**config.mk**
```make
export PLATFORM = sky130hd
export DESIGN_NAME = asd_core
export DESIGN_NICKNAME = d
export VERILOG_FILES = /design/src/hw/asd_pkg.sv /design/src/hw/asd_flag_gen.sv /design/src/hw/asd_alu.sv /design/src/hw/asd_core.sv
export VERILOG_INCLUDE_DIRS = /design/src /design/src/hw
export SDC_FILE = /design/constraint.sdc
export NUM_CORES = 1
export LEC_CHECK = 0
export BUFFER_PORTS_ARGS = -buffer_cell sky130_fd_sc_hd__buf_2
export CAP_MARGIN = 20
export CORE_MARGIN = 2
export CORE_UTILIZATION = 40
export CTS_CLUSTER_SIZE = 16
export DETAILED_ROUTE_END_ITERATION = 6
export HOLD_SLACK_MARGIN = 0.08
export PLACE_DENSITY = 0.63
export SYNTH_ARGS = -nofsm -noshare
export SYNTH_HDL_FRONTEND = slang
export SYNTH_SLANG_ARGS = --single-unit
export TNS_END_PERCENT = 50
```
**constraint.sdc**
```tcl
create_clock -name sys_clk_i -period 10.46 [get_ports sys_clk_i]
set_input_delay 0.523 -clock sys_clk_i [delete_from_list [all_inputs] [get_ports sys_clk_i]]
set_output_delay 0.523 -clock sys_clk_i [all_outputs]
set_load 0.01 [all_outputs]
```
**src/hw/asd_cfg.svh**
```systemverilog
// Opcodes, field positions, reset values and state counts of the add/subtract datapath
`ifndef ASD_CFG_SVH
`define ASD_CFG_SVH

// ----------------------------------------------------------------
// Opcodes
// ----------------------------------------------------------------
`define ASD_OP_STORE_PAIR_DIRECT 8'h22
`define ASD_OP_LOAD_ACC_IND_BC 8'h0A
`define ASD_OP_LOAD_ACC_IND_DE 8'h1A
`define ASD_OP_INC_MEM 8'h34

// ----------------------------------------------------------------
// Field positions and codes
// ----------------------------------------------------------------
`define ASD_GRP_HI 7
`define ASD_GRP_LO 6
`define ASD_DST_HI 5
`define ASD_DST_LO 3
`define ASD_SRC_HI 2
`define ASD_SRC_LO 0
`define ASD_GRP_ARITH 2'h2
`define ASD_GRP_IMM 2'h3
`define ASD_GRP_INC 2'h0
`define ASD_LOW_IMM 3'h6
`define ASD_LOW_INC 3'h4
`define ASD_SEL_B 3'h0
`define ASD_SEL_C 3'h1
`define ASD_SEL_D 3'h2
`define ASD_SEL_E 3'h3
`define ASD_SEL_H 3'h4
`define ASD_SEL_L 3'h5
`define ASD_SEL_MEM 3'h6
`define ASD_SEL_A 3'h7

// ----------------------------------------------------------------
// Reset values
// ----------------------------------------------------------------
`define ASD_RST_PC 16'h0000
`define ASD_RST_REG 8'h00
`define ASD_RST_FLAGS 5'h00

// ----------------------------------------------------------------
// States per machine cycle, as last state index, and the state index at which fetch samples read data
// ----------------------------------------------------------------
`define ASD_FETCH_LAST 2'h3
`define ASD_CYCLE_LAST 2'h2
`define ASD_READ_SAMPLE 2'h2

`endif

```
**src/hw/asd_pkg.sv**
```systemverilog
// Types shared by the add/subtract datapath
package asd_pkg;

	typedef enum logic [2:0] {
		MC_IDLE = 3'h0,
		MC_FETCH = 3'h1,
		MC_IMM = 3'h2,
		MC_ADLO = 3'h3,
		MC_ADHI = 3'h4,
		MC_MEMRD = 3'h5,
		MC_MEMWR = 3'h6,
		MC_WRHI = 3'h7
	} asd_mcyc_type;

	typedef enum logic [2:0] {
		ALU_ADD = 3'h0,
		ALU_ADC = 3'h1,
		ALU_SUB = 3'h2,
		ALU_SBB = 3'h3,
		ALU_INC = 3'h4
	} asd_alu_op_type;

	typedef struct packed {
		logic sign;
		logic zero;
		logic half_carry_flag;
		logic parity;
		logic carry_flag;
	} asd_flags_type;

	typedef struct packed {
		logic [15:0] addr;
		logic rd;
		logic wr;
		logic [7:0] wdata;
	} asd_bus_type;

	typedef struct packed {
		asd_mcyc_type mcyc;
		logic [1:0] tcnt;
		logic [15:0] pc;
		logic [15:0] tmp_addr;
		logic [7:0] opcode;
		logic [7:0][7:0] regs;
		asd_flags_type flags;
		asd_bus_type bus;
		logic done;
		logic illegal;
	} asd_state_type;

endpackage

```
**src/hw/asd_flag_gen.sv**
```systemverilog
// Zero, sign and even-parity flags of an 8-bit result
`timescale 1ns/1ns
module asd_flag_gen
	import asd_pkg::*;
(
	input wire logic [7:0] res_i,
	output logic zero_o,
	output logic sign_o,
	output logic parity_o
);

	assign zero_o = (res_i == 8'h00);
	assign sign_o = res_i[7];
	assign parity_o = ~(^res_i);

endmodule

```
**src/hw/asd_alu.sv**
```systemverilog
// 8-bit adder/subtractor with carry, borrow and half carry
`timescale 1ns/1ns
module asd_alu
	import asd_pkg::*;
(
	input asd_alu_op_type op_i,
	input wire logic [7:0] a_i,
	input wire logic [7:0] b_i,
	input wire logic carry_i,
	output logic [7:0] res_o,
	output logic carry_o,
	output logic half_o
);

	logic is_sub;
	logic [7:0] b_eff;
	logic c_eff;
	logic [8:0] sum9;
	logic [4:0] sum5;

	// Subtraction runs as a + ~b + ~borrow; carry out inverted gives borrow
	assign is_sub = (op_i == ALU_SUB) || (op_i == ALU_SBB);
	assign b_eff = (op_i == ALU_INC) ? 8'h00 : (is_sub ? ~b_i : b_i);
	always_comb begin
		case (op_i)
			ALU_ADD: c_eff = 1'b0;
			ALU_ADC: c_eff = carry_i;
			ALU_SUB: c_eff = 1'b1;
			ALU_SBB: c_eff = ~carry_i;
			ALU_INC: c_eff = 1'b1;
			default: c_eff = 1'b0;
		endcase
	end
	assign sum9 = {1'b0, a_i} + {1'b0, b_eff} + {8'h00, c_eff};
	assign sum5 = {1'b0, a_i[3:0]} + {1'b0, b_eff[3:0]} + {4'h0, c_eff};
	assign res_o = sum9[7:0];
	assign carry_o = is_sub ? ~sum9[8] : sum9[8]; // RL18
	assign half_o = sum5[4]; // RL20

endmodule

```
**src/hw/asd_core.sv**
```systemverilog
// Instruction sequencer and register file for the add/subtract datapath subset
// Operation
// RL1: Store pair direct: opcode, address low, high; writes L there; 5 cycles, 16 states.
// RL2: Store pair direct writes H at the address one above L's.
// RL3: Load accumulator indirect via BC or DE only; 2 cycles, 7 states, flags kept.
// RL4: Add register into accumulator; 1 cycle, 4 states, all five flags.
// RL5: Add byte at HL into accumulator; 2 cycles, 7 states, all flags.
// RL6: Add second instruction byte into accumulator; 2 cycles, 7 states, all flags.
// RL7: Add register plus carry into accumulator; 1 cycle, 4 states, all flags.
// RL8: Add byte at HL plus carry into accumulator; 2 cycles, 7 states.
// RL9: Add second byte plus carry into accumulator; 2 cycles, 7 states.
// RL10: Subtract register from accumulator; 1 cycle, 4 states, all flags.
// RL11: Subtract byte at HL from accumulator; 2 cycles, 7 states.
// RL12: Subtract second byte from accumulator; 2 cycles, 7 states.
// RL13: Subtract second byte and carry from accumulator; 2 cycles, 7 states.
// RL14: Subtract register and carry from accumulator; 1 cycle, 4 states.
// RL15: Subtract byte at HL and carry from accumulator; 2 cycles, 7 states.
// RL16: Increment register; 1 cycle, 4 states; carry kept, other flags updated.
// RL17: Increment byte at HL in memory; 3 cycles, 10 states; carry kept.
// RL18: Subtraction is two's complement; carry set on borrow, cleared otherwise.
// RL19: Arithmetic updates zero, sign, parity, carry, half carry by standard rules.
// RL20: Zero on zero result, sign is bit 7, parity even, half carry from bit 3.
// RL21: Register selector codes 0 to 7: B, C, D, E, H, L, memory, A.
`timescale 1ns/1ns
`include "asd_cfg.svh"
module asd_core
	import asd_pkg::*;
(
	input wire logic sys_clk_i,
	input wire logic rstn_i,
	input wire logic run_i,
	input wire logic reg_load_i,
	input wire logic [2:0] reg_load_sel_i,
	input wire logic [7:0] reg_load_data_i,
	input wire logic pc_load_i,
	input wire logic [15:0] pc_load_data_i,
	input wire logic flags_load_i,
	input asd_flags_type flags_load_data_i,
	input wire logic [7:0] mem_rdata_i,
	output logic [15:0] mem_addr_o,
	output logic mem_rd_o,
	output logic mem_wr_o,
	output logic [7:0] mem_wdata_o,
	output logic cycle_start_o,
	output logic instr_done_o,
	output logic illegal_op_o,
	output logic [15:0] pc_o,
	output logic [7:0] acc_o,
	output asd_flags_type flags_o,
	output logic [7:0][7:0] regs_o
);

	// ----------------------------------------------------------------
	// State and operand selection
	// ----------------------------------------------------------------
	asd_state_type state_reg;
	asd_state_type state_next;

	logic [1:0] op_grp;
	logic [2:0] op_dst;
	logic [2:0] op_src;
	logic is_arith_reg;
	logic is_arith_imm;
	logic is_inc;
	asd_alu_op_type alu_op;
	logic [7:0] alu_a;
	logic [7:0] alu_b;
	logic [7:0] alu_res;
	logic alu_carry;
	logic alu_half;
	logic res_zero;
	logic res_sign;
	logic res_parity;
	asd_flags_type alu_flags;
	logic [15:0] hl_addr;
	logic [15:0] bc_addr;
	logic [15:0] de_addr;
	logic is_store_pair;
	logic is_load_bc;
	logic is_load_de;
	logic last;

	// ----------------------------------------------------------------
	// Opcode decode
	// ----------------------------------------------------------------
	assign op_grp = state_reg.opcode[`ASD_GRP_HI:`ASD_GRP_LO];
	assign op_dst = state_reg.opcode[`ASD_DST_HI:`ASD_DST_LO];
	assign op_src = state_reg.opcode[`ASD_SRC_HI:`ASD_SRC_LO];
	// Only add, carry add, subtract and borrow subtract of the arithmetic row
	assign is_arith_reg = (op_grp == `ASD_GRP_ARITH) && !op_dst[2];
	assign is_arith_imm = (op_grp == `ASD_GRP_IMM) && (op_src == `ASD_LOW_IMM) && !op_dst[2];
	assign is_inc = (op_grp == `ASD_GRP_INC) && (op_src == `ASD_LOW_INC);
	assign is_store_pair = (state_reg.opcode == `ASD_OP_STORE_PAIR_DIRECT);
	assign is_load_bc = (state_reg.opcode == `ASD_OP_LOAD_ACC_IND_BC);
	assign is_load_de = (state_reg.opcode == `ASD_OP_LOAD_ACC_IND_DE);
	assign hl_addr = {state_reg.regs[`ASD_SEL_H], state_reg.regs[`ASD_SEL_L]};
	assign bc_addr = {state_reg.regs[`ASD_SEL_B], state_reg.regs[`ASD_SEL_C]};
	assign de_addr = {state_reg.regs[`ASD_SEL_D], state_reg.regs[`ASD_SEL_E]};

	// Arithmetic and immediate rows share the operation field
	always_comb begin
		case (op_dst[1:0])
			2'h0: alu_op = ALU_ADD;
			2'h1: alu_op = ALU_ADC;
			2'h2: alu_op = ALU_SUB;
			2'h3: alu_op = ALU_SBB;
			default: alu_op = ALU_ADD;
		endcase
		if (is_inc) begin
			alu_op = ALU_INC;
		end
	end

	// Fetch runs four states, every other machine cycle three
	always_comb begin
		case (state_reg.mcyc)
			MC_IDLE: last = 1'b0;
			MC_FETCH: last = (state_reg.tcnt == `ASD_FETCH_LAST);
			default: last = (state_reg.tcnt == `ASD_CYCLE_LAST);
		endcase
	end

	// ----------------------------------------------------------------
	// Datapath
	// ----------------------------------------------------------------
	// Register-form sources come from the file, others from the data bus
	always_comb begin
		alu_a = state_reg.regs[`ASD_SEL_A];
		alu_b = mem_rdata_i;
		if (is_inc) begin
			alu_a = (op_dst == `ASD_SEL_MEM) ? mem_rdata_i : state_reg.regs[op_dst]; // RL21
			alu_b = 8'h00;
		end else if (state_reg.mcyc == MC_FETCH) begin
			alu_b = state_reg.regs[op_src]; // RL21
		end
	end

	asd_alu u_alu (
		.op_i(alu_op),
		.a_i(alu_a),
		.b_i(alu_b),
		.carry_i(state_reg.flags.carry_flag),
		.res_o(alu_res),
		.carry_o(alu_carry),
		.half_o(alu_half)
	);

	asd_flag_gen u_flag_gen (
		.res_i(alu_res),
		.zero_o(res_zero),
		.sign_o(res_sign),
		.parity_o(res_parity)
	);

	// ----------------------------------------------------------------
	// Flag update
	// ----------------------------------------------------------------
	always_comb begin
		alu_flags.sign = res_sign; // RL20
		alu_flags.zero = res_zero; // RL20
		alu_flags.half_carry_flag = alu_half; // RL20
		alu_flags.parity = res_parity; // RL20
		alu_flags.carry_flag = alu_carry; // RL19
		if (is_inc) begin
			alu_flags.carry_flag = state_reg.flags.carry_flag; // RL16
		end
	end

	// ----------------------------------------------------------------
	// Sequencer
	// ----------------------------------------------------------------
	function automatic asd_state_type start_cycle(input asd_state_type s, input asd_mcyc_type mc,
		input logic [15:0] addr, input logic rd, input logic wr, input logic [7:0] wdata);
		asd_state_type r;
		r = s;
		r.mcyc = mc;
		r.tcnt = 2'h0;
		r.bus.addr = addr;
		r.bus.rd = rd;
		r.bus.wr = wr;
		r.bus.wdata = wdata;
		return r;
	endfunction

	always_comb begin
		logic fin;
		fin = 1'b0;
		state_next = state_reg;
		state_next.done = 1'b0;
		state_next.illegal = 1'b0;
		if (state_reg.mcyc != MC_IDLE) begin
			state_next.tcnt = state_reg.tcnt + 2'h1;
		end
		case (state_reg.mcyc)
			MC_IDLE: begin
				// Host loads are taken only while the sequencer is idle
				if (reg_load_i) begin
					state_next.regs[reg_load_sel_i] = reg_load_data_i;
				end
				if (pc_load_i) begin
					state_next.pc = pc_load_data_i;
				end
				if (flags_load_i) begin
					state_next.flags = flags_load_data_i;
				end
				if (run_i) begin
					state_next = start_cycle(state_next, MC_FETCH, state_next.pc, 1'b1, 1'b0, 8'h00);
				end
			end
			MC_FETCH: begin
				if (state_reg.tcnt == `ASD_READ_SAMPLE) begin
					state_next.opcode = mem_rdata_i;
					state_next.pc = state_reg.pc + 16'h0001;
					state_next.bus.rd = 1'b0;
				end else if (last) begin
					if (is_store_pair) begin
						state_next = start_cycle(state_next, MC_ADLO, state_reg.pc, 1'b1, 1'b0, 8'h00); // RL1
					end else if (is_load_bc) begin
						state_next = start_cycle(state_next, MC_MEMRD, bc_addr, 1'b1, 1'b0, 8'h00); // RL3
					end else if (is_load_de) begin
						state_next = start_cycle(state_next, MC_MEMRD, de_addr, 1'b1, 1'b0, 8'h00); // RL3
					end else if (is_arith_imm) begin
						state_next = start_cycle(state_next, MC_IMM, state_reg.pc, 1'b1, 1'b0, 8'h00); // RL6
					end else if (is_arith_reg && (op_src == `ASD_SEL_MEM)) begin
						state_next = start_cycle(state_next, MC_MEMRD, hl_addr, 1'b1, 1'b0, 8'h00); // RL5
					end else if (is_inc && (op_dst == `ASD_SEL_MEM)) begin
						state_next = start_cycle(state_next, MC_MEMRD, hl_addr, 1'b1, 1'b0, 8'h00); // RL17
					end else if (is_arith_reg) begin
						// Register forms finish in the fourth state
						state_next.regs[`ASD_SEL_A] = alu_res; // RL4 RL7 RL10 RL14
						state_next.flags = alu_flags; // RL19
						fin = 1'b1;
					end else if (is_inc) begin
						state_next.regs[op_dst] = alu_res; // RL16
						state_next.flags = alu_flags; // RL16
						fin = 1'b1;
					end else begin
						state_next.illegal = 1'b1;
						fin = 1'b1;
					end
				end
			end
			MC_IMM: begin
				if (last) begin
					state_next.pc = state_reg.pc + 16'h0001;
					state_next.regs[`ASD_SEL_A] = alu_res; // RL6 RL9 RL12 RL13
					state_next.flags = alu_flags; // RL19
					fin = 1'b1;
				end
			end
			MC_ADLO: begin
				if (last) begin
					state_next.tmp_addr[7:0] = mem_rdata_i;
					state_next.pc = state_reg.pc + 16'h0001;
					state_next = start_cycle(state_next, MC_ADHI, state_next.pc, 1'b1, 1'b0, 8'h00); // RL1
				end
			end
			MC_ADHI: begin
				if (last) begin
					state_next.tmp_addr[15:8] = mem_rdata_i;
					state_next.pc = state_reg.pc + 16'h0001;
					state_next = start_cycle(state_next, MC_MEMWR, {mem_rdata_i, state_reg.tmp_addr[7:0]},
						1'b0, 1'b1, state_reg.regs[`ASD_SEL_L]); // RL1
				end
			end
			MC_MEMRD: begin
				if (last) begin
					if (is_inc) begin
						state_next.flags = alu_flags; // RL17
						state_next = start_cycle(state_next, MC_MEMWR, state_reg.bus.addr, 1'b0, 1'b1, alu_res); // RL17
					end else if (is_arith_reg) begin
						state_next.regs[`ASD_SEL_A] = alu_res; // RL5 RL8 RL11 RL15
						state_next.flags = alu_flags; // RL19
						fin = 1'b1;
					end else begin
						state_next.regs[`ASD_SEL_A] = mem_rdata_i; // RL3
						fin = 1'b1;
					end
				end
			end
			MC_MEMWR: begin
				if (last) begin
					if (state_reg.opcode == `ASD_OP_STORE_PAIR_DIRECT) begin
						state_next = start_cycle(state_next, MC_WRHI, state_reg.bus.addr + 16'h0001,
							1'b0, 1'b1, state_reg.regs[`ASD_SEL_H]); // RL2
					end else begin
						fin = 1'b1;
					end
				end
			end
			MC_WRHI: begin
				if (last) begin
					fin = 1'b1;
				end
			end
			default: begin
				state_next = start_cycle(state_next, MC_IDLE, state_reg.pc, 1'b0, 1'b0, 8'h00);
			end
		endcase
		if (fin) begin
			state_next.done = 1'b1;
			if (run_i) begin
				state_next = start_cycle(state_next, MC_FETCH, state_next.pc, 1'b1, 1'b0, 8'h00);
			end else begin
				state_next = start_cycle(state_next, MC_IDLE, state_next.pc, 1'b0, 1'b0, 8'h00);
			end
		end
	end

	always_ff @(posedge sys_clk_i or negedge rstn_i) begin
		if (!rstn_i) begin
			state_reg.mcyc <= MC_IDLE;
			state_reg.tcnt <= 2'h0;
			state_reg.pc <= `ASD_RST_PC;
			state_reg.tmp_addr <= 16'h0000;
			state_reg.opcode <= 8'h00;
			state_reg.regs <= {8{`ASD_RST_REG}};
			state_reg.flags <= `ASD_RST_FLAGS;
			state_reg.bus <= '0;
			state_reg.done <= 1'b0;
			state_reg.illegal <= 1'b0;
		end else begin
			state_reg <= state_next;
		end
	end

	// ----------------------------------------------------------------
	// Memory bus outputs
	// ----------------------------------------------------------------
	assign mem_addr_o = state_reg.bus.addr;
	assign mem_rd_o = state_reg.bus.rd;
	assign mem_wr_o = state_reg.bus.wr && (state_reg.tcnt != `ASD_FETCH_LAST);
	assign mem_wdata_o = state_reg.bus.wdata;
	assign cycle_start_o = (state_reg.mcyc != MC_IDLE) && (state_reg.tcnt == 2'h0);
	assign instr_done_o = state_reg.done;
	assign illegal_op_o = state_reg.illegal;

	// ----------------------------------------------------------------
	// Architectural state outputs
	// ----------------------------------------------------------------
	assign pc_o = state_reg.pc;
	assign acc_o = state_reg.regs[`ASD_SEL_A];
	assign flags_o = state_reg.flags;
	assign regs_o = state_reg.regs;

endmodule

```
==> impl_metrics.py, run 1 <==
metrics = {
    "timing": {
        "hold_violations": 0,
        "fin_tns_setup_ns": 0,
        "fmax_mhz": 209,
        "finalSetupViolCount": 0,
        "worst_slew_pin_slew_ns": 1.22,
        "rsz0062_at_grt": "no",
        "timing.clock.skew_ns": 0.0117,
        "setup_ws_ns": 5.67,
        "finalCritPeriodShare_pct": 45.8,
        "slew_violations": 0,
        "relSlewSlack_pct": 18.7,
        "fin_crit_ns": 4.79,
    },
    "worst_setup_path": {
        "critical_path.startpoint_type": "flop",
        "arrival_ns": 5.12,
        "end_kind": "flop",
        "worstPathMaxFanout": 33,
        "worstSetupPathType": "flop to flop",
        "crit_required_ns": 10.78,
    },
    "job": {
        "cap_violations": 0,
    },
    "synth": {
        "synthAdderAreaFrac_pct": 2.09,
        "synthTopCellsByArea": "dfrtp_1, buf_4, mux2_2",
        "synth.top_cell.area_share_pct": 27.8,
        "synth_seq_cells": 134,
        "async_reset_ff_share_pct": 100,
        "yosysSeqAreaShare_pct": 27.8,
        "synth_mux_area_share_pct": 13.7,
        "synth_compound_area_share_pct": 23.2,
        "yosys.area_share.simple_pct": 17.6,
        "avgSynthCellArea_um2": 8.56,
        "synth_top_family_by_area": "compound AO/OA/AOI/OAI gates",
        "synthMostInstantiatedCell": "nand2_1",
        "synth_commonest_cells": "nand2_1, dfrtp_1, buf_4",
        "synthDistinctLibCells": 92,
        "synth_edf_count": 0,
        "yosys.area_share.xor_xnor_pct": 3.12,
        "syn-cell-area_um2": 12100,
        "ys_warn_count": 0,
        "syn_inst": 1410,
        "yosysTopAreaCell": "dfrtp_1",
        "synth_nets": 1475,
        "ys.flop_type": "dfrtp_1",
    },
    "final_layout": {
        "synthToLayoutAreaGrowth_pct": 5.69,
        "n_antenna_cell": 0,
        "drive_gt1_share_pct": 25.3,
        "nFillCells": 2983,
        "largest_register_ffs": 56,
        "nNetsFinal": 1454,
    },
    "clock_tree": {
        "cts_made_buffers": 17,
        "cts-root-buf": "clkbuf_16",
        "insertion_delay_ns": 0.45,
        "cts_sinks": 134,
        "tritoncts": "built",
        "htree_levels": 4,
        "ctsHoldBuffers": 0,
        "cts_setup_buffers": 0,
        "post_cts_resized": 0,
        "clk_pin_slew_ns": 0.07,
        "ctsLongestPathBuffers": 2,
    },
    "power": {
        "pwr_density_cell_nw_per_um2": 352,
        "p_leak_nw": 5.55,
        "ir_drop_uv": 200,
    },
    "floorplanning": {
        "num_rows": 63,
        "coreArea_um2": 29700,
        "ios": 168,
        "die_w_um": 178,
        "die_y_um": 178,
        "start_util_pct": 40.6,
        "fp.dieArea_um2": 31600,
    },
    "detailed_routing": {
        "drtAntennaViolNets": 0,
        "dr.first_iter.drc_count": 1907,
        "routed_via_density": 6.75,
        "wl_um": 50100,
        "avgRoutedWirePerCell_um": 27.9,
        "vias": 12101,
        "firstDrtPassIters": 7,
        "drc": 0,
    },
    "global_route": {
        "groute.usage.overall_pct": 31.2,
        "grt_antenna_before_repair": 1,
        "gr-total-overflow": 0,
        "grt_pass1_vias": 11241,
        "grt_max_degree": 87,
        "grt_pass1_wl_um": 73200,
    },
    "placed_design": {
        "pre_cts_slack_ns": 5.72,
        "placement.io_buffers": 167,
        "hpwlAfterDp_um": 36100,
        "gp_congestion": 1.01,
    },
    "status": {
        "outcome": "completed",
    },
    "hold_path": {
        "hp-class": "primary input to async pin",
    },
}
[layer usage]
layer	track usage, %	vias up	wire length, um
li1	-	5125	-
met1	43.1	5837	20000
met2	46.7	969	21600
met3	6.26	170	5970
met4	14.8	0	2460
met5	0	-	0
[placed cells by master (no fill, tap or decap), types with 13 or more instances in the layout]
master     Yosys  final
and3_1        13     13
nand3_1       40     40
xnor2_1       28     28
buf_2         17    166
a21oi_1       68     68
ha_1          17     17
nand4_1       22     22
nor4_1        14     14
nand2_1      151    151
mux2i_1       28     28
o2bb2ai_1     19     19
mux4_2        24     24
clkbuf_16      0     17
o21ai_0       94     94
inv_1         36     36
buf_4        119     17
dfrtp_1      134    133
nor3_1        21     20
o22ai_1       56     56
xor2_1        15     15
mux2_2        74     74
a31oi_1       24     24
nor2_1        68     68
[cell type report]
cell class	count	area, um2	area share, %
clock buffer	17	425	3.33
clock inverter	15	134	1.05
inverter	37	139	1.09
multi-input combinational	1012	7220	56.6
sequential	134	3350	26.3
tap	390	488	3.82
timing repair buffer	187	1000	7.83
[metrics by stage]
step	instance area [um2]	cells	total power, mW	hold WS [ns]	utilization [%]
finish	12800	1792	4.49	0.166	42.9
global route	12800	1792	4.72	0.249	42.9
CTS	12700	1790	4.40	0.197	42.9
detailed placement	12200	1758	3.80	0.458	41.0
global placement	12200	1756	3.77	0.455	40.9
floorplan	12100	1410	3.09	0.227	-
[logic make-up (layout without fill, tap and decap cells)]
kind of cell | after synthesis | after routing
buf+inv | 264 | 256
compound gates | 409 | 409
mux | 126 | 126
flops | 134 | 134
xor+xnor | 43 | 43
fa+ha+maj | 19 | 19
simple gates | 415 | 415
[where the power goes]
group          switching [mW]  internal [mW]  total (mW)
sequential              0.452          0.707        1.16
clock                   0.291          0.313       0.604
combinational            1.68           1.05        2.73
total                    2.42           2.07        4.49
[path summary, 6_finish.rpt]
kind / start / endpoint / slack [ns] / depth (start not counted)
max: state_reg[141] / flags_o[1] / 5.67 / 20
min in group sys_clk_i: pc_load_data_i[6] / pc_o[6] / 0.35 / 2
min: rstn_i / state_reg[137] / 0.17 / 1
min reg2reg: state_reg[10] / state_reg[10] / 0.47 / 1
max reg2reg: state_reg[141] / flags_o[1] / 5.67 / 20
max in group asynchronous: rstn_i / op_dst[1] / 8.99 / 2
[worst max-delay path, stage by stage (launching register included)]
cell and delay (ns):
dfrtp_1 0.96, nor2_1 0.20, nand2_1 0.12, buf_4 0.36, a21oi_1 0.11, a21oi_1 0.16, xnor2_1 0.08, nand2_1 0.13
fa_1 0.22, inv_1 0.06, fa_1 0.47, a21o_1 0.23, a221oi_1 0.33, xnor2_1 0.21, inv_1 0.14, ha_1 0.31
xor2_1 0.18, xnor2_1 0.14, nor2_1 0.06, a21oi_1 0.12, o21ai_0 0.08
No activity file was read; power rests on OpenSTA's default activity.
==> inputs of run 2 (changes only) <==
==> constraint.sdc (replaced) <==
create_clock -name sys_clk_i -period 4.6 [get_ports sys_clk_i]
set_input_delay 0.23 -clock sys_clk_i [delete_from_list [all_inputs] [get_ports sys_clk_i]]
set_output_delay 0.23 -clock sys_clk_i [all_outputs]
set_load 0.01 [all_outputs]
==> run 2 against run 1 <==
Effect of this change: register-to-register slack lost 5.4 ns; count of clock-buffer cells in the layout is the same; final area grew 3.8%; highest routed layer is now met5.
==> impl_metrics.py, run 2 (synthesized netlist as in run 1, its figures left out) <==
metrics = {
    "placed_design": {
        "hpwlAfterDp_um": 38900,
        "gp_congestion": 1.03,
        "dp_cells": 1802,
        "placement.io_buffers": 167,
        "dpl_cell_area_um2": 12500,
    },
    "clock_tree": {
        "insertion_delay_ns": 0.44,
        "ctsLongestPathBuffers": 2,
        "cts-root-buf": "clkbuf_16",
        "cts_made_buffers": 17,
        "cts_sinks": 134,
        "htree_levels": 4,
        "clk_pin_slew_ns": 0.07,
        "tritoncts": "built",
    },
    "timing": {
        "worst_slew_pin_slew_ns": 1.17,
        "relSlewSlack_pct": 22.0,
        "fin_crit_ns": 4.31,
        "timing.clock.skew_ns": 0.0163,
        "rsz0062_at_grt": "no",
        "fmax_mhz": 232,
        "finalSetupViolCount": 0,
        "finalCritPeriodShare_pct": 93.7,
        "slew_violations": 0,
        "fin_tns_setup_ns": 0,
        "hold_violations": 0,
    },
    "status": {
        "outcome": "completed",
    },
    "final_layout": {
        "final_cell_count_no_fill": 1838,
        "largest_register_ffs": 56,
        "n_antenna_cell": 0,
        "mostFrequentLayoutCell": "buf_2",
        "drive_gt1_share_pct": 27.5,
        "fin_area_um2": 13200,
        "final_cell_mix": "buf_2, nand2_1, dfrtp_1, o21ai_0, mux2_2",
        "final_util_pct": 44.6,
        "nNetsFinal": 1500,
        "synthToLayoutAreaGrowth_pct": 9.71,
    },
    "worst_setup_path": {
        "worstPathMaxFanout": 12,
        "arrival_ns": 4.62,
        "worstSetupPathType": "flop to flop",
        "end_kind": "flop",
        "crit_required_ns": 4.91,
        "critical_path.startpoint_type": "flop",
        "rr_worst_depth": 19,
        "r2r-start": "op_src[0]",
        "r2r_setup_slack_ns": 0.29,
        "r2r-end": "flags_o[1]",
    },
    "global_route": {
        "grt_pass1_wl_um": 77100,
        "groute.usage.overall_pct": 33.1,
        "grt_max_degree": 99,
        "grt_pass1_vias": 11599,
        "gr-total-overflow": 0,
        "grt_antenna_before_repair": 2,
    },
    "detailed_routing": {
        "drtAntennaViolNets": 0,
        "drc": 0,
        "avgRoutedWirePerCell_um": 28.8,
        "dr.first_iter.drc_count": 1802,
        "wl_um": 53000,
        "routed_via_density": 6.75,
        "vias": 12414,
        "firstDrtPassIters": 6,
    },
    "hold_path": {
        "hold_end": "pc_o[12]",
        "min_from": "pc_load_data_i[12]",
        "whs_path_depth": 3,
        "hp-class": "primary input to flop",
    },
    "floorplanning": {
        "fp.dieArea_um2": 31600,
        "num_rows": 63,
        "die_w_um": 178,
        "ios": 168,
        "coreArea_um2": 29700,
        "start_util_pct": 40.6,
        "die_y_um": 178,
    },
    "power": {
        "p_leak_nw": 5.86,
        "pwr_density_cell_nw_per_um2": 821,
        "finalPower_mw": 10.9,
        "ir_drop_uv": 339,
    },
    "job": {
        "cap_violations": 0,
    },
}
==> run 2: cell count changes in the layout (fill, tap and decap cells not counted), sizes merged <==
cell / change
buf: +44
bufinv: +6
clkbuf: -1
clkinvlp: -4
dlygate4sd3: +3
inv: -2
==> run 2: layout make-up <==
type | instances | area [um2]
Clock buffer | 17 | 425
Clock inverter | 15 | 262
Fill cell | 2964 | 16500
Inverter | 37 | 139
Multi-Input combinational cell | 1012 | 7220
Sequential cell | 134 | 3350
Tap cell | 390 | 488
Timing Repair Buffer | 233 | 1360
==> run 2: worst max-delay path by stage <==
stage	start	endpoint	depth (start not counted)
3_5_place_dp	op_src[0]	flags_o[1]	19
5_1_grt	op_src[0]	flags_o[1]	19
6_report	op_src[0]	flags_o[1]	19
4_1_cts	op_src[0]	flags_o[1]	19
2_1_floorplan	op_dst[0]	flags_o[1]	19
3_3_place_gp	op_src[0]	flags_o[1]	19
==> run 2: repair_timing <==
action	4_1_cts	5_1_grt
endpoints found under the setup margin	0	0
buffers inserted	0	0
hold buffers	3	0
endpoints found under the hold margin	99	0
gates resized for setup	0	0
==> run 2: metal layers <==
metal / vias to the layer above / track usage [%] / share of wire [%]
met4: 4 / 14.5 / 4.6
met1: 6040 / 45.2 / 40
met3: 177 / 8.18 / 12
met5: - / 0 / 0.055
met2: 988 / 49.3 / 43
li1: 5205 / - / -
==> run 2: critical path, stage by stage, from the launching register on <==
cell       delay [ns]
dfrtp_1          0.44
buf_4            0.28
mux4_2           0.55
nand2_1          0.11
a21oi_1          0.07
a21oi_1          0.17
xnor2_1          0.14
nor2_1           0.09
ha_1             0.28
nor2b_1          0.28
o2111ai_1        0.18
a211o_1          0.35
nand3_1          0.17
inv_1            0.08
ha_1             0.30
xor2_1           0.18
xnor2_1          0.21
nor2_1           0.07
a21oi_1          0.13
o21ai_0          0.08
==> run 2: metrics by stage <==
stage,hold WS (ns),setup WS [ns]
4_1_cts,0.0808,0.355
5_1_grt,0.122,0.0563
3_5_place_dp,0.441,0.377
6_report,0.0923,0.289
2_1_floorplan,-0.0656,0.262
3_3_place_gp,0.432,0.421
==> run 2: where the power goes <==
group | leakage, nW | switching (mW) | total, mW | internal (mW)
sequential | 1.72 | 0.849 | 2.46 | 1.61
combinational | 3.80 | 4.16 | 6.74 | 2.57
clock | 0.336 | 0.644 | 1.68 | 1.03
total | 5.86 | 5.66 | 10.9 | 5.22
==> inputs of run 3 (changes only) <==
--- a/config.mk
+++ b/config.mk
@@ -9,11 +9,11 @@
 export BUFFER_PORTS_ARGS = -buffer_cell sky130_fd_sc_hd__buf_2
 export CAP_MARGIN = 20
 export CORE_MARGIN = 2
-export CORE_UTILIZATION = 40
+export CORE_UTILIZATION = 50
 export CTS_CLUSTER_SIZE = 16
 export DETAILED_ROUTE_END_ITERATION = 6
 export HOLD_SLACK_MARGIN = 0.08
-export PLACE_DENSITY = 0.63
+export PLACE_DENSITY_LB_ADDON = 0.08
 export SYNTH_ARGS = -nofsm -noshare
 export SYNTH_HDL_FRONTEND = slang
 export SYNTH_SLANG_ARGS = --single-unit
==> run 3 against run 2 <==
Effect of this change: utilization is 11 points higher; highest routed layer is now met4; sequential cell count did not move; clock power shrank 9%; critical endpoint unchanged; critical path type unchanged; the flow now finishes with violations (design-rule violations).
==> impl_metrics.py, run 3 (synthesized netlist as in run 1, its figures left out) <==
metrics = {
    "status": {
        "violations": "design-rule violations",
        "outcome": "complete, but fails checks",
    },
    "clock_tree": {
        "ctsLongestPathBuffers": 2,
        "post_cts_resized": 0,
        "htree_levels": 4,
        "clk_pin_slew_ns": 0.07,
        "cts_sinks": 134,
        "insertion_delay_ns": 0.45,
        "tritoncts": "built",
        "cts-root-buf": "clkbuf_16",
        "cts_made_buffers": 17,
    },
    "worst_setup_path": {
        "critical_path.startpoint_type": "flop",
        "worstPathMaxFanout": 11,
        "worstSetupPathType": "flop to flop",
        "arrival_ns": 4.55,
        "end_kind": "flop",
        "rr_worst_depth": 19,
        "crit_required_ns": 4.92,
    },
    "detailed_routing": {
        "routed_via_density": 6.96,
        "drtAntennaViolNets": 0,
        "drc": 2,
        "dr.first_iter.drc_count": 1727,
        "vias": 12296,
        "firstDrtPassIters": 7,
        "avgRoutedWirePerCell_um": 29.6,
        "wl_um": 52300,
    },
    "final_layout": {
        "mostFrequentLayoutCell": "buf_2",
        "drive_gt1_share_pct": 27.6,
        "nFillCells": 2248,
        "synthToLayoutAreaGrowth_pct": 8.35,
        "final_cell_mix": "buf_2, nand2_1, dfrtp_1, o21ai_0, mux2_2",
        "largest_register_ffs": 56,
        "n_antenna_cell": 0,
        "seq_area_um2": 3350,
        "nNetsFinal": 1500,
        "multi_input_comb_area_um2": 7220,
    },
    "timing": {
        "rsz0062_at_grt": "no",
        "worst_slew_pin_slew_ns": 1.12,
        "fin_crit_ns": 4.23,
        "finalSetupViolCount": 0,
        "slew_violations": 0,
        "fmax_mhz": 236,
        "timing.clock.skew_ns": 0.0137,
        "hold_violations": 0,
        "finalCritPeriodShare_pct": 92.0,
        "relSlewSlack_pct": 25.0,
        "fin_tns_setup_ns": 0,
    },
    "power": {
        "ir_drop_uv": 433,
        "pwr_density_cell_nw_per_um2": 815,
        "p_leak_nw": 5.83,
        "finalPower_mw": 10.7,
    },
    "global_route": {
        "use_met2_pct": 62.1,
        "grt_max_degree": 61,
        "gr-usage-met3_pct": 9.17,
        "grt_antenna_before_repair": 0,
        "grt_pass1_vias": 11585,
        "grt-busiest-layer": "met2",
        "grt_pass1_wl_um": 77100,
        "met1_usage_pct": 53.4,
        "groute.usage.overall_pct": 40.4,
        "gr-total-overflow": 0,
    },
    "placed_design": {
        "hpwlAfterDp_um": 38700,
        "placement.io_buffers": 167,
        "gp_congestion": 1.03,
    },
    "floorplanning": {
        "num_rows": 56,
        "coreArea_um2": 23600,
        "fp.dieArea_um2": 25400,
        "start_util_pct": 51.1,
        "die_y_um": 159,
        "die_w_um": 159,
        "ios": 168,
    },
    "hold_path": {
        "hp-class": "primary input to flop",
        "whs_path_depth": 3,
    },
    "job": {
        "cap_violations": 0,
    },
}
-- run 3: repair_timing --
action	4_1_cts	5_1_grt
setup buffers	0	0
hold buffers	2	0
hold endpoints to repair	59	0
-- run 3: area by class of cell --
class	count	area share, %
Clock buffer	17	3.25
Sequential cell	134	25.6
Clock inverter	15	1.54
Tap cell	319	3.05
Multi-Input combinational cell	1012	55.2
Inverter	37	1.06
Timing Repair Buffer	233	10.3
-- run 3: worst max-delay path: stages, from the launching register on --
cell       delay [ns]
dfrtp_1          0.45
buf_4            0.28
mux4_2           0.53
nand2_1          0.10
a21oi_1          0.07
a21oi_1          0.16
xnor2_1          0.14
nor2_1           0.10
ha_1             0.28
nor2b_1          0.28
o2111ai_1        0.21
a211o_1          0.36
nand3_1          0.19
inv_1            0.08
ha_1             0.31
xor2_1           0.18
xnor2_1          0.13
nor2_1           0.06
a21oi_1          0.12
o21ai_0          0.08
-- run 3: report_power, final --
group | internal (mW) | switching (mW) | leakage, nW
sequential | 1.61 | 0.902 | 1.72
clock | 0.839 | 0.696 | 0.310
combinational | 2.55 | 4.06 | 3.80
-- run 3: through the flow --
stage | utilization, % | hold WS (ns) | instance area [um2] | std cells | setup WS, ns
after global placement | 52.6 | 0.262 | 12400 | 1732 | 0.453
final | 55.4 | 0.0818 | 13100 | 1767 | 0.370
after CTS | 55.4 | 0.0837 | 13100 | 1766 | 0.417
after global routing | 55.4 | 0.105 | 13100 | 1767 | 0.142
after floorplan | - | -0.0656 | 12100 | 1410 | 0.262
after detailed placement | 52.6 | 0.258 | 12400 | 1732 | 0.438
-- run 3: metal layers --
metal  part of all wire (%)  vias to the layer above  wire length [um]
met3                     12                      202              6040
met5                      0                        -                 0
met2                     44                      931             23100
met4                    6.1                        0              3190
li1                       -                     5231                 -
met1                     38                     5932             20000
-- run 3: final timing paths --
kind                                      start        endpoint  slack, ns
setup / recovery                      op_src[0]      flags_o[1]       0.37
hold / removal             flags_load_data_i[1]      flags_o[1]       0.08
setup reg to reg                      op_src[0]      flags_o[1]       0.37
hold reg to reg                   state_reg[10]   state_reg[10]       0.47
max in group asynchronous                rstn_i      regs_o[31]       3.23
min in group asynchronous                rstn_i  state_reg[137]       0.34
